## src/hdl/adc_readout_map.svh

```systemverilog
// constants for the converter control and result readout block
//
// Overview of operation
// - format select high straight binary, low two's complement
// - parallel reads keep result; serial pulses shift it
// - parallel port driven only for read high, select low
// - half select low upper byte, high lower
// - half select may toggle within one cycle
// - result register undefined before first conversion
// - result updated first, then busy rises
// - previous result held at least 12 us
// - internal clock mode: start also shifts previous result
// - external clock mode: conversion still internally paced
// - external mode: select falling while idle outputs result
// - external mode: shift previous result during conversion
// - both inputs low at busy rise restarts conversion
// - commands ignored while busy is low
// - two's complement codes 7fff, 0000, ffff, 8000
// - straight binary codes ffff, 8000, 7fff, 0000
// - result valid 19 to 20 us after start
// - busy falls within 85 ns of start
// - select and read/convert OR'd, level sensitive
// - internal mode: 16 pulses, most significant bit first
// - serial clock pin output when internal, input when external
`ifndef ADC_READOUT_MAP_SVH
`define ADC_READOUT_MAP_SVH

// ****************
// timing
// ****************
`define CLK_PERIOD_NS 10
`define CONV_TIME_NS 19000
`define PREV_VALID_NS 12000
`define START_DLY_NS 1400
`define SCLK_PERIOD_NS 1100
`define CONV_CYC 11'((`CONV_TIME_NS + `CLK_PERIOD_NS - 1) / `CLK_PERIOD_NS)
`define PREV_CYC 11'(`PREV_VALID_NS / `CLK_PERIOD_NS)
`define START_DLY_CYC 8'((`START_DLY_NS + `CLK_PERIOD_NS - 1) / `CLK_PERIOD_NS)
`define SCLK_HALF_CYC 8'((`SCLK_PERIOD_NS / 2 + `CLK_PERIOD_NS - 1) / `CLK_PERIOD_NS)

// ****************
// data layout
// ****************
`define RESULT_W 16
`define SER_BITS 5'h10
`define SIGN_FLIP 16'h8000
`define RESULT_RST 16'h0000
`define FIFO_DEPTH 8

`endif

```

## src/hdl/adc_readout_pkg.sv

```systemverilog
// types shared by the converter readout block
package adc_readout_pkg;
  typedef enum logic [1:0] {
    ST_IDLE = 2'h0,
    ST_CONV = 2'h1,
    ST_UPD = 2'h3
  } conv_state_t;
  typedef logic [15:0] sample_t;
endpackage : adc_readout_pkg

```

## src/hdl/sample_fifo.sv

```systemverilog
// small fifo with registered read data between conversion core and result register
`timescale 1ns/1ps
module sample_fifo #(
  parameter int WIDTH = 16,
  parameter int DEPTH = 8
) (
  input wire logic clk,
  input wire logic rst,
  input wire logic in_valid,
  input wire logic [WIDTH-1:0] in_data,
  output logic in_ready,
  output logic out_valid,
  input wire logic out_ready,
  output logic [WIDTH-1:0] out_data
);
  localparam int AW = $clog2(DEPTH);

  logic [WIDTH-1:0] mem_r [DEPTH];
  logic [AW-1:0] wr_r;
  logic [AW-1:0] rd_r;
  logic [AW-1:0] rd_nxt;
  logic [AW:0] cnt_r;
  logic [AW:0] cnt_nxt;
  logic push;
  logic pop;

  function automatic logic [AW-1:0] ptr_inc(input logic [AW-1:0] p);
    ptr_inc = (p == AW'(DEPTH - 1)) ? '0 : p + AW'(1);
  endfunction : ptr_inc

  assign push = in_valid & in_ready;
  assign pop = out_valid & out_ready;
  assign rd_nxt = pop ? ptr_inc(rd_r) : rd_r;
  assign cnt_nxt = cnt_r + (AW+1)'(push) - (AW+1)'(pop);

  always_ff @(posedge clk) begin
    if (push) begin
      mem_r[wr_r] <= in_data;
    end
  end

  always_ff @(posedge clk or posedge rst) begin
    if (rst) begin
      wr_r <= '0;
      rd_r <= '0;
      cnt_r <= '0;
      in_ready <= 1'b1;
      out_valid <= 1'b0;
    end else begin
      if (push) begin
        wr_r <= ptr_inc(wr_r);
      end
      rd_r <= rd_nxt;
      cnt_r <= cnt_nxt;
      in_ready <= (cnt_nxt != (AW+1)'(DEPTH));
      out_valid <= (cnt_nxt != '0);
    end
  end

  // a word written into an empty head slot bypasses the memory read
  always_ff @(posedge clk or posedge rst) begin
    if (rst) begin
      out_data <= '0;
    end else if (push && cnt_nxt == (AW+1)'(1)) begin
      out_data <= in_data;
    end else begin
      out_data <= mem_r[rd_nxt];
    end
  end
endmodule : sample_fifo

```

## src/hdl/adc_result_readout.sv

```systemverilog
// conversion control, parallel and serial result readout of a sampling converter
`timescale 1ns/1ps
`include "adc_readout_map.svh"
module adc_result_readout import adc_readout_pkg::*; (
  input wire logic ref_clk,
  input wire logic sys_rst,
  input wire logic cs_n,
  input wire logic read_convert,
  input wire logic half_select,
  input wire logic code_format_select,
  input wire logic clock_source_select,
  input wire logic serial_clock_in,
  input wire logic [15:0] raw_data,
  input wire logic raw_valid,
  output logic raw_ready,
  output logic hold_strobe,
  output logic busy_n,
  output logic [7:0] parallel_out,
  output logic parallel_oe,
  output logic serial_out,
  output logic serial_clock_out,
  output logic serial_clock_oe
);

  // ****************
  // pin synchronisers
  // ****************
  // bit order: 0 cs_n, 1 read_convert, 2 half, 3 format, 4 clock source, 5 serial clock
  logic [5:0] pin_meta_r;
  logic [5:0] pin_sync_r;
  logic sclk_del_r;

  // clock source resets to external so the shared clock pin stays undriven out of reset
  always_ff @(posedge ref_clk or posedge sys_rst) begin
    if (sys_rst) begin
      pin_meta_r <= 6'h13;
      pin_sync_r <= 6'h13;
      sclk_del_r <= 1'b0;
    end else begin
      pin_meta_r <= {serial_clock_in, clock_source_select, code_format_select,
                     half_select, read_convert, cs_n};
      pin_sync_r <= pin_meta_r;
      sclk_del_r <= pin_sync_r[5];
    end
  end

  logic cs_s;
  logic rc_s;
  logic half_s;
  logic fmt_s;
  logic ext_s;
  logic sclk_s;

  assign cs_s = pin_sync_r[0];
  assign rc_s = pin_sync_r[1];
  assign half_s = pin_sync_r[2];
  assign fmt_s = pin_sync_r[3];
  assign ext_s = pin_sync_r[4];
  assign sclk_s = pin_sync_r[5];

  // ****************
  // output code format
  // ****************
  // the core delivers offset binary; two's complement only flips the top bit
  function automatic sample_t fmt_word(input sample_t raw, input logic straight);
    fmt_word = straight ? raw : (raw ^ `SIGN_FLIP);
  endfunction : fmt_word

  // ****************
  // conversion control
  // ****************
  conv_state_t state_r;
  logic [10:0] conv_cnt_r;
  logic busy_n_r;
  logic start;
  logic conv_done;
  logic pop;
  logic fifo_valid;
  sample_t fifo_data;
  logic ser_act_r;

  // level sensitive: whichever input goes low last starts it, and a pair
  // still low when busy rises restarts at once without acquisition
  assign start = busy_n_r & ~(cs_s | rc_s) & (state_r == ST_IDLE);
  assign conv_done = (conv_cnt_r >= `CONV_CYC);
  // busy stays low until serial transmission in internal mode is also done
  assign pop = (state_r == ST_CONV) & conv_done & fifo_valid & ~ser_act_r;

  always_ff @(posedge ref_clk or posedge sys_rst) begin
    if (sys_rst) begin
      state_r <= ST_IDLE;
    end else begin
      case (state_r)
        ST_IDLE: begin
          if (start) begin
            state_r <= ST_CONV;
          end
        end
        ST_CONV: begin
          if (pop) begin
            state_r <= ST_UPD;
          end
        end
        ST_UPD: begin
          state_r <= ST_IDLE;
        end
        default: begin
          state_r <= ST_IDLE;
        end
      endcase
    end
  end

  // paced by the reference clock whatever the serial clock source
  always_ff @(posedge ref_clk or posedge sys_rst) begin
    if (sys_rst) begin
      conv_cnt_r <= '0;
    end else if (start) begin
      conv_cnt_r <= '0;
    end else if (state_r == ST_CONV && !conv_done) begin
      conv_cnt_r <= conv_cnt_r + 11'h001;
    end
  end

  always_ff @(posedge ref_clk or posedge sys_rst) begin
    if (sys_rst) begin
      busy_n_r <= 1'b1;
    end else if (start) begin
      busy_n_r <= 1'b0;
    end else if (state_r == ST_UPD) begin
      busy_n_r <= 1'b1;
    end
  end

  always_ff @(posedge ref_clk or posedge sys_rst) begin
    if (sys_rst) begin
      hold_strobe <= 1'b0;
    end else begin
      hold_strobe <= start;
    end
  end

  assign busy_n = busy_n_r;

  // ****************
  // result buffer
  // ****************
  // the core may run ahead; a full buffer stalls it through raw_ready
  sample_fifo #(
    .WIDTH(`RESULT_W),
    .DEPTH(`FIFO_DEPTH)
  ) u_fifo (
    .clk(ref_clk),
    .rst(sys_rst),
    .in_valid(raw_valid),
    .in_data(raw_data),
    .in_ready(raw_ready),
    .out_valid(fifo_valid),
    .out_ready(pop),
    .out_data(fifo_data)
  );

  // ****************
  // internal serial clock
  // ****************
  logic [7:0] ser_half_r;
  logic [4:0] ser_bits_r;
  logic sclk_r;
  logic int_shift;
  logic ext_shift;

  assign int_shift = ser_act_r & (ser_half_r == 8'h00) & sclk_r;
  // external clock shifts on its falling edge, only while reading is enabled
  assign ext_shift = ext_s & ~cs_s & rc_s & ~sclk_s & sclk_del_r;

  always_ff @(posedge ref_clk or posedge sys_rst) begin
    if (sys_rst) begin
      ser_act_r <= 1'b0;
      ser_half_r <= '0;
      ser_bits_r <= '0;
      sclk_r <= 1'b0;
    end else if (start && !ext_s) begin
      ser_act_r <= 1'b1;
      ser_half_r <= `START_DLY_CYC - 8'h01;
      ser_bits_r <= `SER_BITS;
      sclk_r <= 1'b0;
    end else if (ser_act_r) begin
      if (ser_half_r == 8'h00) begin
        ser_half_r <= `SCLK_HALF_CYC - 8'h01;
        sclk_r <= ~sclk_r;
        if (sclk_r) begin
          ser_bits_r <= ser_bits_r - 5'h01;
          if (ser_bits_r == 5'h01) begin
            ser_act_r <= 1'b0;
          end
        end
      end else begin
        ser_half_r <= ser_half_r - 8'h01;
      end
    end
  end

  // ****************
  // result register
  // ****************
  // one register feeds both ports, so serial reading destroys the parallel view;
  // reset value is arbitrary, nothing valid exists before the first conversion
  sample_t result_r;

  always_ff @(posedge ref_clk or posedge sys_rst) begin
    if (sys_rst) begin
      result_r <= `RESULT_RST;
    end else if (pop) begin
      result_r <= fmt_word(fifo_data, fmt_s);
    end else if (int_shift || ext_shift) begin
      result_r <= {result_r[14:0], 1'b0};
    end
  end

  // ****************
  // output pins
  // ****************
  always_ff @(posedge ref_clk or posedge sys_rst) begin
    if (sys_rst) begin
      parallel_out <= '0;
      parallel_oe <= 1'b0;
      serial_out <= 1'b0;
      serial_clock_out <= 1'b0;
      serial_clock_oe <= 1'b0;
    end else begin
      parallel_oe <= rc_s & ~cs_s;
      parallel_out <= half_s ? result_r[7:0] : result_r[15:8];
      serial_out <= result_r[15];
      serial_clock_out <= sclk_r;
      serial_clock_oe <= ~ext_s;
    end
  end

  // ****************
  // checks
  // ****************
  logic [4:0] pulse_cnt_r;

  always_ff @(posedge ref_clk or posedge sys_rst) begin
    if (sys_rst) begin
      pulse_cnt_r <= '0;
    end else if (start) begin
      pulse_cnt_r <= '0;
    end else if (int_shift) begin
      pulse_cnt_r <= pulse_cnt_r + 5'h01;
    end
  end
endmodule : adc_result_readout

```

## config.mk

```make
export PLATFORM = sky130hd
export DESIGN_NAME = adc_result_readout
export DESIGN_NICKNAME = d
export VERILOG_FILES = /design/src/hdl/adc_readout_pkg.sv /design/src/hdl/sample_fifo.sv /design/src/hdl/adc_result_readout.sv
export VERILOG_INCLUDE_DIRS = /design/src /design/src/hdl
export SDC_FILE = /design/constraint.sdc
export NUM_CORES = 1
export LEC_CHECK = 0
export BUFFER_PORTS_ARGS = -buffer_cell sky130_fd_sc_hd__buf_2
export CAP_MARGIN = 15
export CORE_UTILIZATION = 25
export CTS_BUF_LIST = sky130_fd_sc_hd__clkbuf_4 sky130_fd_sc_hd__clkbuf_8 sky130_fd_sc_hd__clkbuf_16
export CTS_CLUSTER_DIAMETER = 120
export DETAILED_ROUTE_END_ITERATION = 12
export HOLD_SLACK_MARGIN = 0.15
export SYNTH_ARGS = -nofsm -noshare
export SYNTH_HDL_FRONTEND = slang
export SYNTH_SLANG_ARGS = --single-unit
```

## constraint.sdc

```tcl
create_clock -name ref_clk -period 3.8 [get_ports ref_clk]
set_clock_uncertainty 0.15 [all_clocks]
set_input_delay 0.19 -clock ref_clk [delete_from_list [all_inputs] [get_ports ref_clk]]
set_output_delay 0.19 -clock ref_clk [all_outputs]
set_load 0.02 [all_outputs]
```

* After elaboration in Yosys (flattened, before gate mapping) *
Memories as Yosys holds them, arrays and structs flattened.
Index checks and enable logic that the tools add are counted.

word-level totals
  word-level logic and storage cells = 113
  RAM bits = 128
  memories kept = 1
  bits in read-only memories = 0
  latch bits = 0
  flip-flop bits (word level) = 99

cells by class
  mux-type cells = 32
  reduce and logical (&&, ||, !) cells = 18
  bitwise logic cells = 22
  shift operators = 0
  $lt $le $gt $ge = 1
  multipliers = 0
  equal/unequal tests = 9
  divide/modulo/power cells = 0
  add/sub/neg operators = 7

memory list
  name          depth  width  rd ports  clocked after Yosys merged registers in  wr ports  RTL line           source
  u_fifo.mem_r  8      16     1         0                                        1         sample_fifo.sv:18  logic [WIDTH-1:0] mem_r [DEPTH];

operators by type and width
  operator                 count
  $mux W16                 4
  $mux W8                  4
  $mux W11                 2
  $mux W5                  4
  $and A1 B1 Y1            14
  $mux W1                  12
  $reduce_bool A2 Y1       6
  $add A11 B1 Y11 const B  1
  $ge A11 B11 Y1 const B   1
  $mux W3                  3
  $logic_not A8 Y1         1
  $sub A8 B1 Y8 const B    1
  $not A1 Y1               7
  $add A3 B1 Y3 const B    2
  $eq A3 B3 Y1 const B     2
  $eq A5 B1 Y1 const B     1
  $sub A5 B1 Y5 const B    1
  $add A4 B1 Y4            1
  $eq A4 B1 Y1 const B     1
  $mux W2                  2
  $ne A4 B4 Y1 const B     1
  $pmux W2 S2              1
  $reduce_and A2 Y1        2
  $reduce_bool A4 Y1       1
  other kinds (11)         14

* Depth between registers and ports, before layout *
  word-level depth = 9
  mapped depth = 18
  mapped depth without buffers = 12

* Modules after synthesis *
A second synthesis with hierarchy kept.

second synthesis, totals
  cell total of the unflattened synthesis = 692
  area total of the unflattened synthesis = 9506.6 µm²

modules (own cells, without submodules)
  module              times used  area an instance (µm²)  cells each
  sample_fifo         1           6316.1                  414
  adc_result_readout  1           3190.6                  278

* Worst setup path before layout *
Ideal clock, no wire load.

  path kind = register -> register
  start = register ser_act_r
  end = register u_fifo.out_data[1]
  cell stages (with the launch flop) = 17
  path slack = -160 ps
  buffers on the path = 6
  arrival = 3660 ps
  path through = dfrtp_1 buf_6 nand4bb_1 clkbuf_1 or4_1 buf_4 inv_2 clkbuf_1 ha_1 inv_1 ha_1 fa_1 or4_1 clkbuf_1 clkbuf_1 nor2_1 a41oi_1

on the way
  longest elaborated chain between the ends = 7
  elaborated cells on any way between the ends = 9

ends and longest elaborated chain
  element                      RTL line                   source
  start: declaration           adc_result_readout.sv:80   logic ser_act_r;
  start signal: assignment     adc_result_readout.sv:178  ser_act_r <= 1'b0;
  start signal: assignment     adc_result_readout.sv:183  ser_act_r <= 1'b1;
  start signal: assignment     adc_result_readout.sv:194  ser_act_r <= 1'b0;
  $not A1 Y1                   adc_result_readout.sv:87   assign pop = (state_r == ST_CONV) & conv_done & fifo_valid & ~ser_act_r;
  $and A1 B1 Y1                adc_result_readout.sv:87
  $and A1 B1 Y1                sample_fifo.sv:32          assign pop = out_valid & out_ready;
  $sub A4 B1 Y4                sample_fifo.sv:34          assign cnt_nxt = cnt_r + (AW+1)'(push) - (AW+1)'(pop);
  named net u_fifo.cnt_nxt[1]  sample_fifo.sv:23          logic [AW:0] cnt_nxt;
  $eq A4 B1 Y1                 sample_fifo.sv:64          end else if (push && cnt_nxt == (AW+1)'(1)) begin
  $logic_and A1 B1 Y1          sample_fifo.sv:64
  $mux W16                     sample_fifo.sv:64
  end signal: assignment       sample_fifo.sv:65          out_data <= in_data;
  end signal: assignment       sample_fifo.sv:67          out_data <= mem_r[rd_nxt];
  end: declaration             sample_fifo.sv:14          output logic [WIDTH-1:0] out_data

The timed path passes the listed nets, and every way through them passes these cells.
A chain may end at the register's enable or synchronous reset.

* Worst setup path after layout *
  start = register state_r[1]
  end = register u_fifo.out_data[5]

on the way
  longest elaborated chain between the ends = 9
  elaborated cells on any way between the ends = 11

ends and longest elaborated chain
  element                      RTL line                   source
  start: declaration           adc_result_readout.sv:72   conv_state_t state_r;
  start signal: assignment     adc_result_readout.sv:91   state_r <= ST_IDLE;
  start signal: assignment     adc_result_readout.sv:96   state_r <= ST_CONV;
  start signal: assignment     adc_result_readout.sv:101  state_r <= ST_UPD;
  $eq A2 B1 Y1                 adc_result_readout.sv:87
  $and A1 B1 Y1 (3 in series)  adc_result_readout.sv:87
  $and A1 B1 Y1                sample_fifo.sv:32
  $sub A4 B1 Y4                sample_fifo.sv:34
  named net u_fifo.cnt_nxt[1]  sample_fifo.sv:23
  $eq A4 B1 Y1                 sample_fifo.sv:64
  $logic_and A1 B1 Y1          sample_fifo.sv:64
  $mux W16                     sample_fifo.sv:64

The timed path passes the listed nets, and every way through them passes these cells.

==> summary.txt <==
Timing
  • Least-Margin Pin Slew: between 1000 and 1500 ps
  • RSZ-0062 raised after global routing: false
  • Count of final hold-check violations: 0
  • Max Clk Rate: 278 MHz
  • Slew Viols, Final: 0
  • Aggregate negative setup slack: 0 ps
  • Tmin final: ~3600 ps
  • Worst slew margin: around a third
  • Setup violations, final: 0
  • Fin crit share: between 90 and 100%

Power
  • Net Sw Frac: between 20% and 30%
  • Cell Int Power: around 4.7 mW
  • Clk pwr share: between 30% and 40%
  • PwrDens: between 500 and 600 mW/mm^2
  • Seq pwr share: about half
  • Psw: approximately 1.6 mW
  • Leak: 4.55 nW
  • Maximum VDD drop: about 0.3 mV
  • Power Total: around 6.3 mW
  • Comb power frac: a little under an eighth

Floorplanning
  • Die Ht: approximately 200 um
  • # rows: 74
  • DIE AREA: about 0.042 sq mm
  • Die Width: 206 um
  • I/O pin cnt: 40
  • Initial Util: about 25%
  • Core footprint: a little over 0.04 sq mm

Placed design
  • Post-DP Area: 0.0113 sq mm
  • Number of cells after detailed placement: between 1000 and 1500
  • I/O Buffers: 39
  • Detailed placer's ending HPWL: roughly 15 mm
  • Routability congestion estimate from global placement: ~0.79

Layout
  • Layout Cells excl Fill: 1510
  • Layout area overhead: 19.9%
  • Register area: 0.00633 sq mm
  • Share of layout cells above drive strength 1: around 17%
  • Most frequent cells in the layout: edfxtp_1, nand2_1, dfrtp_1
  • Commonest non-fill, non-tap cell in the layout: edfxtp_1
  • Final Cell Area: 0.0125 sq mm
  • Area of the multi-input gates: 0.00374 sq mm
  • FILL cells: around 4100
  • Final Net Count: about 1000

Status
  • Status: completed

Logic synthesis
  • Syn Nets: 932
  • Ys async rst share: 43.6%
  • Most used flip-flop cell after synthesis: edfxtp_1
  • Flops & latches, synth: around 230
  • Post-Synthesis Cells: around 890
  • Synth unique cells: 53
  • Post-synth EDFFs: roughly 130
  • Synth Warn #: 0
  • Average cell area after synthesis: 11.7 sq um
  • Mapped Area: about 0.010 sq mm
  • Sequential fraction of the synthesis area: around three fifths

Clocking
  • Worst-Skew Late Latency: 540 ps
  • CTS Sinks: 227
  • CTS Root Cell: clkbuf_16
  • Cts bufs inserted: 27
  • Clk pin slew, worst setup/hold paths: about 60 ps
  • Number of H-tree levels: 1
  • Setup bufs post-CTS: 0
  • CTS tree: yes
  • Max Buffers Root-to-Sink: 3

Route
  • Via count: ~7500
  • WL final: 26.6 mm
  • 1st-iter DRT viols: ~680
  • Drt via density: roughly 4.9
  • Wire per inst: 17.6 um
  • DRT Pass-1 Iters: 5
  • DRC viols: 0
  • DRT antenna net count: 0

Setup path
  • Buf/Inv on CP: 3
  • Crit-path max FO: 32
  • Worst path max stage delay: 670 ps
  • Setup CP Type: flop to flop
  • Critical path endpoint category: flop
  • WP data arrival: 3820 ps
  • Reg-to-reg slack, setup: 200 ps
  • Critical path's slowest cell: or4_2
  • Crit path cell chain: nand4bb_1, or4_2, inv_2, ha_1, inv_1, ha_1, fa_1, or4_1, buf_6, nor2_1, a41oi_1
  • Critical Path RT: 4020 ps
  • Most numerous cell on the critical path: ha_1
  • Type of origin of the critical path: flop
  • CP top delay family: simple AND/OR/NAND/NOR gates

Worst hold path
  • Hold crit path type: primary input to async pin

Global routing
  • Number of global-route vias before repair: 7342
  • First-pass GRT wire length: 41.6 mm
  • Gr usage total: 12.5%
  • Pin count of the biggest net entering global routing: 65
  • Grt ovf: 0
  • Initial antenna violation count: 2

Run
  • Max-cap viol count: 0
## worst reg2reg max path: cells and delay by family, from the launching register on
| kind | cells | cell delay (ps) |
|---|---|---|
| buffers and inverters | 3 | 350 |
| adders and majority gates | 3 | 870 |
| AOI/OAI and AO/OA | 1 | 70 |
| DFF | 1 | 400 |
| and+or+nand+nor | 4 | 1610 |
## metrics by stage
step | worst slack (ps) | hold slack [ps] | utilization (%)
final | 201 | 148 | 30.5
after CTS | 157 | 159 | 30.4
after floorplan | 19.7 | 44.5 | -
after global routing | 10.9 | 204 | 30.4
after global placement | 246 | 148 | 27.6
after detailed placement | 177 | 147 | 27.6
## timing repair
action                                  in CTS  in global routing
hold endpoints to repair                   196                  0
endpoints found under the setup margin       0                 14
gates resized for setup                      0                  1
hold buffers                                29                  0
## logic make-up after synthesis
| group | after synthesis | synth area share (%) |
|---|---|---|
| muxes | 28 | 3.06 |
| adders and majority gates | 15 | 1.88 |
| xor gates and xnor gates | 18 | 1.52 |
| AOI/OAI and AO/OA | 204 | 14.0 |
| buffers and inverters | 99 | 3.81 |
| and+or+nand+nor | 301 | 14.9 |
| DFF | 227 | 60.9 |
## cells in the mapped netlist (all sizes together) (6+ instances only)
cell type	n	area, sq um
nand3	55	275
ha	14	175
clkbuf	55	206
nand2	106	403
xnor2	11	96.3
a22oi	16	120
mux2i	18	205
inv	38	145
nor4b	32	287
dfstp	8	210
a41oi	16	140
nor2b	17	106
edfxtp	128	3840
nor3	12	60.1
a32oi	32	280
o21ai	69	345
buf	6	45.0
nor2	51	214
xor2	7	61.3
nor4	6	43.8
mux2	10	113
dfrtp	91	2280
o211ai	18	135
a21oi	8	40.0
a31o	32	280
## state kept, by name, indices dropped and copies added (netlist names), 2 cells and up
signal / cells
u_fifo.mem_r: 128
result_r: 16
u_fifo.out_data: 16
conv_cnt_r: 11
parallel_out: 8
ser_half_r: 8
pin_meta_r: 6
pin_sync_r: 6
ser_bits_r: 5
u_fifo.cnt_r: 4
u_fifo.rd_r: 3
u_fifo.wr_r: 3
state_r: 2
## final timing paths
check,from,to,cells after the start
max,state_r[1],u_fifo.out_data[5],11
min,sys_rst,parallel_out[3],3
max reg2reg,state_r[1],u_fifo.out_data[5],11
min reg2reg,pin_meta_r[3],pin_sync_r[3],0
max in group asynchronous,sys_rst,pin_meta_r[4],4
min in group ref_clk,pin_meta_r[3],pin_sync_r[3],0
## power by group through the flow
stage               clock, mW  sequential [mW]  combinational [mW]
floorplan                   0             3.07               0.446
global placement            0             3.13               0.663
detailed placement          0             3.13               0.696
CTS                      2.55             3.09               0.723
global route             2.64             3.12               0.807
finish                   2.51             3.09               0.716
## per-layer routing
metal,GRT usage (%),part of all wire (%),up-vias
met1,16.6,44,3728
li1,-,-,3463
met4,3.89,2.5,0
met3,2.33,6.2,47
met2,20.4,47,231
met5,0,0,-
## final cells by class
| type | instances | share of cell area [%] |
|---|---|---|
| multi-input combinational | 566 | 30.0 |
| clock inverter | 8 | 0.452 |
| timing repair buffer | 96 | 5.61 |
| antenna | 2 | 0.0402 |
| clock buffer | 41 | 6.57 |
| sequential | 227 | 50.8 |
| inverter | 38 | 1.18 |
| tap | 532 | 5.34 |
(Power assumes the default switching activity.)
